<file path="src/common/evf_pkg.sv">
// Purpose: constants and carrier types for the group A/B event flag block
// Assumes: 16-bit core data bus, 16-bit word addresses
// Notes:   vector register addresses are local to this block

package evf_pkg;

    // register word addresses
    localparam logic [15:0] EVF_MASK_A_ADDR = 16'h742C;
    localparam logic [15:0] EVF_MASK_B_ADDR = 16'h742D;
    localparam logic [15:0] EVF_FLAG_A_ADDR = 16'h742F;
    localparam logic [15:0] EVF_FLAG_B_ADDR = 16'h7430;
    localparam logic [15:0] EVF_VEC_A_ADDR  = 16'h7432;
    localparam logic [15:0] EVF_VEC_B_ADDR  = 16'h7433;

    // group widths and reset values
    localparam int          EVF_GRP_A_W     = 11;
    localparam int          EVF_GRP_B_W     = 8;
    localparam logic [15:0] EVF_FLAG_RESET  = 16'h0000;
    localparam logic [15:0] EVF_MASK_RESET  = 16'h0000;

    // vector identifiers: base is the top-priority source of a group
    localparam logic [7:0]  EVF_VEC_BASE_A  = 8'h20;
    localparam logic [7:0]  EVF_VEC_BASE_B  = 8'h2B;
    localparam logic [7:0]  EVF_VEC_NONE    = 8'h00;

    // group A field positions
    localparam int EVF_A_PROTECT_BIT = 0;
    localparam int EVF_A_FCMP1_BIT   = 1;
    localparam int EVF_A_SCMP1_BIT   = 4;
    localparam int EVF_A_T1_PER_BIT  = 7;
    localparam int EVF_A_T1_CMP_BIT  = 8;
    localparam int EVF_A_T1_UNF_BIT  = 9;
    localparam int EVF_A_T1_OVF_BIT  = 10;
    // group B field positions
    localparam int EVF_B_T2_PER_BIT  = 0;
    localparam int EVF_B_T3_PER_BIT  = 4;
    localparam int EVF_B_T3_OVF_BIT  = 7;

    // one bus cycle from the core
    typedef struct packed {
        logic [15:0] addr;
        logic        rd;
        logic        wr;
        logic [15:0] wdata;
    } evf_bus_req_t;

    // group A source events, msb first so bit n is field n
    typedef struct packed {
        logic timer1Overflow;
        logic timer1Underflow;
        logic timer1Compare;
        logic timer1Period;
        logic simpleCmp3;
        logic simpleCmp2;
        logic simpleCmp1;
        logic fullCmp3;
        logic fullCmp2;
        logic fullCmp1;
        logic driveProtect;
    } evf_grp_a_evt_t;

    // group B source events
    typedef struct packed {
        logic timer3Overflow;
        logic timer3Underflow;
        logic timer3Compare;
        logic timer3Period;
        logic timer2Overflow;
        logic timer2Underflow;
        logic timer2Compare;
        logic timer2Period;
    } evf_grp_b_evt_t;

endpackage

</file>
<file path="src/rtl/evf_event_flags.sv">
// Purpose: group A and B event flag, mask and vector registers
// Assumes: single-cycle read and write strobes on the core data bus
// Notes:   read data appears one cycle after the read strobe
`timescale 1ns/1ps
`default_nettype none

module evf_event_flags
    import evf_pkg::*;
(
    input  wire logic           core_clk,             // 40 MHz clock
    input  wire logic           rst_b,                // async reset
    input  wire evf_bus_req_t   busReq,               // core bus cycle
    output logic     [15:0]     busRdata,             // registered data
    output logic                busRdValid,           // read data strobe
    input  wire evf_grp_a_evt_t grpAEvents,           // group A sources
    input  wire evf_grp_b_evt_t grpBEvents,           // group B sources
    output logic                coreIrqLineTwo_b,     // group A request
    output logic                coreIrqLineThree_b    // group B request
);

    // address decode
    logic selMaskA;
    logic selMaskB;
    logic selFlagA;
    logic selFlagB;
    logic selVecA;
    logic selVecB;
    logic selAny;

    assign selMaskA = busReq.addr == EVF_MASK_A_ADDR;
    assign selMaskB = busReq.addr == EVF_MASK_B_ADDR;
    assign selFlagA = busReq.addr == EVF_FLAG_A_ADDR;
    assign selFlagB = busReq.addr == EVF_FLAG_B_ADDR;
    assign selVecA  = busReq.addr == EVF_VEC_A_ADDR;
    assign selVecB  = busReq.addr == EVF_VEC_B_ADDR;
    assign selAny   = selMaskA | selMaskB | selFlagA | selFlagB
                    | selVecA | selVecB;

    // write-one-to-clear strobes, upper bits dropped
    logic [EVF_GRP_A_W-1:0] clrA;
    logic [EVF_GRP_B_W-1:0] clrB;
    logic                   vecRdA;
    logic                   vecRdB;

    assign clrA   = (busReq.wr && selFlagA) ?
                    busReq.wdata[EVF_GRP_A_W-1:0] : '0;
    assign clrB   = (busReq.wr && selFlagB) ?
                    busReq.wdata[EVF_GRP_B_W-1:0] : '0;
    assign vecRdA = busReq.rd && selVecA;
    assign vecRdB = busReq.rd && selVecB;

    // group mask registers
    logic [EVF_GRP_A_W-1:0] maskA_q;
    logic [EVF_GRP_B_W-1:0] maskB_q;

    always_ff @(posedge core_clk or negedge rst_b) begin
        if (!rst_b) begin
            maskA_q <= EVF_MASK_RESET[EVF_GRP_A_W-1:0];
            maskB_q <= EVF_MASK_RESET[EVF_GRP_B_W-1:0];
        end else if (busReq.wr) begin
            if (selMaskA) begin
                maskA_q <= busReq.wdata[EVF_GRP_A_W-1:0];
            end
            if (selMaskB) begin
                maskB_q <= busReq.wdata[EVF_GRP_B_W-1:0];
            end
        end
    end

    // the two flag groups
    logic [EVF_GRP_A_W-1:0] flagsA;
    logic [EVF_GRP_B_W-1:0] flagsB;
    logic                   pendingA;
    logic                   pendingB;
    logic [7:0]             vecIdA;
    logic [7:0]             vecIdB;

    evf_flag_bank #(
        .WIDTH      (EVF_GRP_A_W),
        .VEC_BASE   (EVF_VEC_BASE_A)
    ) u_bank_a (
        .core_clk   (core_clk),
        .rst_b      (rst_b),
        .eventIn    (grpAEvents),
        .clearW1c   (clrA),
        .enableMask (maskA_q),
        .vecRead    (vecRdA),
        .flags      (flagsA),
        .pending    (pendingA),
        .vecId      (vecIdA)
    );

    evf_flag_bank #(
        .WIDTH      (EVF_GRP_B_W),
        .VEC_BASE   (EVF_VEC_BASE_B)
    ) u_bank_b (
        .core_clk   (core_clk),
        .rst_b      (rst_b),
        .eventIn    (grpBEvents),
        .clearW1c   (clrB),
        .enableMask (maskB_q),
        .vecRead    (vecRdB),
        .flags      (flagsB),
        .pending    (pendingB),
        .vecId      (vecIdB)
    );

    // read mux, unused bits and unmapped addresses read zero
    logic [15:0] rdMux;

    assign rdMux = selFlagA ? 16'(flagsA) :
                   selFlagB ? 16'(flagsB) :
                   selMaskA ? 16'(maskA_q) :
                   selMaskB ? 16'(maskB_q) :
                   selVecA  ? 16'(vecIdA) :
                   selVecB  ? 16'(vecIdB) : 16'h0000;

    // registered read data and request lines
    logic [15:0] rdata_q;
    logic        rdValid_q;
    logic        irqTwo_b_q;
    logic        irqThree_b_q;

    always_ff @(posedge core_clk or negedge rst_b) begin
        if (!rst_b) begin
            rdata_q      <= 16'h0000;
            rdValid_q    <= 1'b0;
            irqTwo_b_q   <= 1'b1;
            irqThree_b_q <= 1'b1;
        end else begin
            if (busReq.rd) begin
                rdata_q <= rdMux;
            end
            rdValid_q    <= busReq.rd && selAny;
            irqTwo_b_q   <= ~pendingA;
            irqThree_b_q <= ~pendingB;
        end
    end

    assign busRdata           = rdata_q;
    assign busRdValid         = rdValid_q;
    assign coreIrqLineTwo_b   = irqTwo_b_q;
    assign coreIrqLineThree_b = irqThree_b_q;

    logic [EVF_GRP_A_W-1:0] evA;
    logic [EVF_GRP_B_W-1:0] evB;
    assign evA = grpAEvents;
    assign evB = grpBEvents;
endmodule

`default_nettype wire

</file>
<file path="src/rtl/evf_flag_bank.sv">
// Purpose: one group of sticky event flags with mask and vector lookup
// Assumes: bit 0 has the highest priority in the group
// Notes:   an event in the clearing cycle keeps its flag set
`timescale 1ns/1ps
`default_nettype none

module evf_flag_bank
    import evf_pkg::*;
#(
    parameter int         WIDTH    = EVF_GRP_B_W,
    parameter logic [7:0] VEC_BASE = EVF_VEC_BASE_B
) (
    input  wire logic             core_clk,   // system clock
    input  wire logic             rst_b,      // async reset, active low
    input  wire logic [WIDTH-1:0] eventIn,    // source event pulses
    input  wire logic [WIDTH-1:0] clearW1c,   // write-one-to-clear bits
    input  wire logic [WIDTH-1:0] enableMask, // group mask, 1 = enabled
    input  wire logic             vecRead,    // vector register read
    output logic      [WIDTH-1:0] flags,      // flag state
    output logic                  pending,    // any set and enabled
    output logic      [7:0]       vecId       // top-priority identifier
);

    logic [WIDTH-1:0] flag_q;
    logic [WIDTH-1:0] active;
    logic [WIDTH-1:0] winner;
    logic [WIDTH-1:0] vecClear;

    // enabled flags and the lowest-index one as one-hot
    assign active   = flag_q & enableMask;
    assign winner   = active & (~active + WIDTH'(1));
    assign vecClear = vecRead ? winner : '0;
    assign pending  = |active;
    assign flags    = flag_q;

    // identifier of the winning flag, zero when none
    always_comb begin
        vecId = EVF_VEC_NONE;
        for (int i = WIDTH - 1; i >= 0; i--) begin
            if (active[i]) begin
                vecId = VEC_BASE + 8'(i);
            end
        end
    end

    // per-bit sticky flag, set beats clear
    for (genvar i = 0; i < WIDTH; i++) begin : g_flag
        always_ff @(posedge core_clk or negedge rst_b) begin
            if (!rst_b) begin
                flag_q[i] <= EVF_FLAG_RESET[i];
            end else if (eventIn[i]) begin
                flag_q[i] <= 1'b1;
            end else if (clearW1c[i] | vecClear[i]) begin
                flag_q[i] <= 1'b0;
            end
        end
    end

endmodule

`default_nettype wire
</file>
<file path="config.mk">
export PLATFORM = sky130hd
export DESIGN_NAME = evf_event_flags
export DESIGN_NICKNAME = d
export VERILOG_FILES = /design/src/common/evf_pkg.sv /design/src/rtl/evf_event_flags.sv /design/src/rtl/evf_flag_bank.sv
export SDC_FILE = /design/constraint.sdc
export NUM_CORES = 1
export LEC_CHECK = 0
export BUFFER_PORTS_ARGS = -buffer_cell sky130_fd_sc_hd__buf_2
export CELL_PAD_IN_SITES_DETAIL_PLACEMENT = 0
export CELL_PAD_IN_SITES_GLOBAL_PLACEMENT = 1
export CORE_MARGIN = 5
export CORE_UTILIZATION = 40
export DETAILED_ROUTE_END_ITERATION = 8
export GPL_TIMING_DRIVEN = 0
export HOLD_SLACK_MARGIN = 0.05
export PLACE_DENSITY = 0.89
export SLEW_MARGIN = 5
export SYNTH_ARGS = -nofsm -noshare
export SYNTH_HDL_FRONTEND = slang
export SYNTH_SLANG_ARGS = --single-unit
</file>
<file path="constraint.sdc">
create_clock -name core_clk -period 2.65 [get_ports core_clk]
set_clock_uncertainty 0.2 [all_clocks]
set_input_delay 0.1325 -clock core_clk [delete_from_list [all_inputs] [get_ports core_clk]]
set_output_delay 0.1325 -clock core_clk [all_outputs]
set_load 0.02 [all_outputs]
</file>
==> impl_metrics.toml, run 1 <==
[final_layout]
layoutNonFillerInstCount = 500
n_fill_cell = 696
diodes = 0
nets = 455
drive_above_1_share_pct = 32.7
fin_util_pct = 53.9
seqCellArea_mm2 = 0.00130
syn2layout_area_growth_pct = 32.8
multi_input_area_mm2 = 0.00153

[synth]
synth-async-reset-ratio_pct = 100
synth.distinct_cells = 55
synth_area_leader_cell = "dfrtp_1"
synth_area_leaders = "dfrtp_1 43%, mux2_2 8.9%, nand2_1 5.7%"
synth_most_common_cell = "dfrtp_1"
synth_top_area_share_pct = 43.2
synth_flop_cell = "dfrtp_1"
yosys_register_bits = 52
syn_area_mm2 = 0.00290
synthCells = 291
synth_edf_count = 0
avgSynthCellArea_um2 = 9.96
synth-seq-area-share_pct = 45.0
synth_common_cells = "50 x dfrtp_1, 44 x nand2_1, 23 x mux2_2"
yosysWarnings = 0

[power]
power_density_mw_per_mm2 = 402
leakage_uw = 0.00166
ir_drop_uv = 228

[sta]
finalSetupViolCount = 0
min_period_ps = 2490
timing_worst_slew_pin_value_ps = 666
fmax_mhz = 401
relSlewSlack_pct = 55.4
hold_viol_final = 0
fin_crit_sh_pct = 94.1
finalWorstSetupSlack_ps = 157
slew_viol_final = 0
rsz0062_at_grt = "false"
setup_tns_ps = 0

[setup_path]
max_stage_delay_ps = 550
path_class = "in -> reg"
path_max_fanout = 9
crit_slowest_cell = "dlygate4sd3_1"
cp-start-kind = "input pin"
arrival_ps = 2490
path_cells = "buf_2, nor3b_1, nand3_1, nor3_4, and3_1, a22oi_1, a21o_1, dlygate4sd3_1"
critPathCaptureType = "flip-flop"
timing.critical_path.required_ps = 2650

[grt]
grt_pass1_vias = 2714
grt_pass1_wl_um = 13600
track_usage_pct = 19.5
grt_overflow_total = 0
grt_max_degree = 53
antenna_found_initial = 0

[floorplanning]
die_area_mm2 = 0.00905
coreArea_mm2 = 0.00714
num_rows = 31
die_h_um = 95.1
ios = 74
start_util_pct = 40.6
die_x_um = 95.1

[drt]
vias = 2751
final_antenna_net_count = 0
post-route-drc-count = 0
avgViaCountPerCell = 5.50
dr.pass1.iters = 4
detail_route.wirelength_um = 8510
wl_met1_um = 3790
wl_met2_um = 4040
routedWlPerCell_um = 17.0
top_layer_used = "met4"
wl_met3_um = 588
drtIter0Drc = 146

[cts]
cts_buffer_depth = 2
cts.sinks = 52
path_clk_slew_ps = 100
cts_tree = "done"
clk_latency_ps = 310
root_buffer = "clkbuf_8"
cts_made_buffers = 5
htreeDepth = 2
cts_setup_buffers = 0

[run_status]
outcome = "completed"

[place]
gp_congestion = 0.931
dp_worst_setup_slack_ps = -261
hpwlAfterDp_um = 6100
dp.cells = 456
numPortBuffers = 62

[run]
maxCapViolCount = 0

[min_path]
worstHoldPathType = "in -> reg"
-- registers in the layout, summed over array words and instances, names as in the netlist --
signal	flops
coreIrqLineThree_b	1
busRdValid	1
coreIrqLineTwo_b	1
u_bank_a.flags	11
busRdata	11
maskB_q	8
u_bank_b.flags	8
maskA_q	11
-- worst max-delay path: cells and delay by family --
kind                   cells  cell delay (ps)
AND/OR/NAND/NOR            4             1440
buffers and inverters      2              650
AO/OA/AOI/OAI              2              270
-- timing repair --
| action | in CTS | in global routing |
|---|---|---|
| hold endpoints to repair | 89 | 0 |
| hold buffers | 36 | 0 |
| setup endpoints to repair | 0 | 11 |
| gates resized for setup | 0 | 3 |
-- path summary, 6_finish.rpt --
kind                                   start                 end  slack, ps  depth (start not counted)
setup / recovery                  busReq[25]   u_bank_b.flags[7]        160                          8
hold / removal                    busReq[19]          busRdValid         80                          3
setup reg to reg           u_bank_b.flags[1]   u_bank_b.flags[7]        280                          6
hold reg to reg                 busRdata[10]        busRdata[10]        310                          2
max in group asynchronous              rst_b  coreIrqLineThree_b       1500                          3
min in group asynchronous              rst_b          maskB_q[1]        140                          2
-- cell families after synthesis --
logic type	count (synthesis)	synth area share, %
simple gates	119	22.2
compound gates	76	19.9
flops	52	45.0
mux	25	9.62
buf+inv	18	3.19
other cells	1	0.129
-- through the flow --
| step | hold slack (ps) | power (uW) | area, um2 |
|---|---|---|---|
| global placement | 112 | 972 | 3350 |
| detailed placement | 115 | 974 | 3350 |
| finish | 82.0 | 1550 | 3850 |
| CTS | 65.7 | 1560 | 3820 |
| global route | 121 | 1620 | 3850 |
| floorplan | -363 | 889 | 2910 |
-- cells in the final DEF, fill, tap and decap left out, drive strengths merged, types with 5 or more instances in the layout --
master and n:
a21o 8, a21oi 10, nand3 13, mux2 23, o21ai 7, a22o 5
dfrtp 50, conb 5, nor2 21, buf 72, dlygate4sd3 36, a31o 12
nand2 44, clkbuf 10, and2 6, nor3 7, a221oi 5, a22oi 7
-- final cells by class --
cell class / count / area share, %
flip-flops and latches: 52 / 33.9
clock buffers: 5 / 1.79
inverters: 3 / 0.293
plain buffers: 14 / 2.02
repair buffers: 99 / 17.9
clock inverters: 3 / 1.11
multi-input cells: 225 / 39.8
well taps: 99 / 3.22
-- where the power goes --
part / total, uW / internal [uW] / switching, uW / leakage [uW]
Sequential: 812 / 804 / 7.19 / 0.000599
Combinational: 186 / 90.0 / 96.1 / 0.00100
Clock: 549 / 280 / 269 / 0.0000541
-- per-layer routing --
metal,GRT usage [%],vias up
li1,-,1305
met1,26.5,1331
met2,31.7,107
met3,3.55,8
met4,5.77,0
met5,0,-
Note: power is estimated with default switching activity, not from simulation.
==> run 2, diff against run 1 <==
- BUFFER_PORTS_ARGS: -buffer_cell sky130_fd_sc_hd__buf_2 -> not set
- CORE_ASPECT_RATIO: not set -> 0.75
- CORE_UTILIZATION: 40 -> 48
- DONT_BUFFER_PORTS: not set -> 1
==> impl_metrics.toml, run 2 (synthesis gave the netlist of run 1 again) <==
[run_status]
outcome = "complete, but fails checks"
violations = "negative setup slack"

[drt]
post-route-drc-count = 0
drtIter0Drc = 230
vias = 2685
routedWlPerCell_um = 20.7
final_antenna_net_count = 0
detail_route.wirelength_um = 8970
avgViaCountPerCell = 6.19
dr.pass1.iters = 5

[final_layout]
nets = 410
seqCellArea_mm2 = 0.00130
n_fill_cell = 493
fin_util_pct = 63.4
diodes = 0
final_cell_mix = "53 x dlygate4sd3_1, 50 x dfrtp_1, 44 x nand2_1, 23 x mux2_2, 21 x nor2_1"
design_area_mm2 = 0.00369
final_common_cell = "dlygate4sd3_1"
syn2layout_area_growth_pct = 27.4
layoutNonFillerInstCount = 434
multi_input_area_mm2 = 0.00154
drive_above_1_share_pct = 19.7

[grt]
grt_pass1_vias = 2669
grt_pass1_wl_um = 14200
grt_overflow_total = 0
grt_max_degree = 53
use_met3_pct = 7.89
track_usage_pct = 23.4
met2_usage_pct = 34.2
grt-busiest-layer = "met2"
grt_use_met1_pct = 33.9
antenna_found_initial = 0

[sta]
hold_viol_final = 0
min_period_ps = 2680
setup_tns_ps = -31.4
fin_crit_sh_pct = 101
fmax_mhz = 373
slew_viol_final = 0
relSlewSlack_pct = 54.8
rsz0062_at_grt = "true"
finalSetupViolCount = 1
finalWorstSetupSlack_ps = -31.4
timing_worst_slew_pin_value_ps = 675

[setup_path]
path_max_fanout = 8
cp-start-kind = "input pin"
setup.worst_path.start = "busReq[19]"
r2r-start = "u_bank_a.flags[0]"
critPathCaptureType = "flip-flop"
arrival_ps = 2670
path_class = "in -> reg"
timing.critical_path.required_ps = 2640

[power]
leakage_uw = 0.00147
ir_drop_uv = 214
power_density_mw_per_mm2 = 405

[floorplanning]
ios = 74
die_area_mm2 = 0.00771
start_util_pct = 49.8
die_h_um = 77.3
die_x_um = 99.7
coreArea_mm2 = 0.00583
num_rows = 24

[place]
placed_area_mm2 = 0.00301
hpwlAfterDp_um = 5960
numPortBuffers = 0
dp.cells = 373
gp_congestion = 0.921

[cts]
clk_latency_ps = 310
path_clk_slew_ps = 100
cts_tree = "done"
cts_setup_buffers = 0
root_buffer = "clkbuf_8"
cts.sinks = 52
htreeDepth = 2
cts_buffer_depth = 2
cts_made_buffers = 5

[min_path]
worstHoldPathType = "in -> reg"
hold_path_startpoint = "busReq[17]"

[run]
maxCapViolCount = 0
[run 2: final cells by class]
class                      count  area share (%)
buffer                        14            2.17
clock buffer                   6            1.96
clock inverter                 2           0.948
inverter                       3           0.305
multi-input combinational    225            41.6
sequential                    52            35.3
tap                           78            2.64
timing repair buffer          54            15.1
[run 2: per-layer routing]
metal  up-vias  routed length (um)  share of wire (%)
li1       1218                   -                  -
met5         -                   0                  0
met4         0                  87               0.97
met1      1328                4080                 45
met3        10                 927                 10
met2       129                3870                 43
[run 2: critical path, cell delays in order]
cell and delay [ps]:
dlygate4sd3_1 590, nand2b_1 150, nor3_4 380, nand2_1 210
or3_1 400, a31o_2 250, dlygate4sd3_1 550
[run 2: path summary, 6_finish.rpt]
kind                                            to  cells after the start  slack [ps]
worst max register to register   u_bank_a.flags[9]                      6         180
worst max-delay path             u_bank_a.flags[3]                      7         -30
worst min register to register   u_bank_b.flags[7]                      1         340
max in group asynchronous       coreIrqLineThree_b                      2        1850
min in group asynchronous       u_bank_a.flags[10]                      2         120
worst min-delay path                   busRdata[8]                      3          50
[run 2: through the flow]
stage	power (uW)	setup WS, ps	hold WS (ps)
global placement	902	-9.32	-362
finish	1500	-31.4	49.5
detailed placement	903	-76.6	-362
global route	1560	-44.2	64.5
floorplan	889	448	-363
CTS	1510	20.4	53.5
[run 2: where the power goes]
part	switching [uW]	total [uW]	leakage (uW)	internal, uW
Combinational	65.5	128	0.000811	63.0
Clock	260	540	0.0000552	281
Sequential	23.6	828	0.000599	804
Total	349	1500	0.00147	1150
[run 2: repair_timing]
item                                    in CTS  in global routing
endpoints found under the hold margin       93                  1
gates resized for setup                      0                  8
endpoints found under the setup margin       0                 23
hold buffers                                53                  1
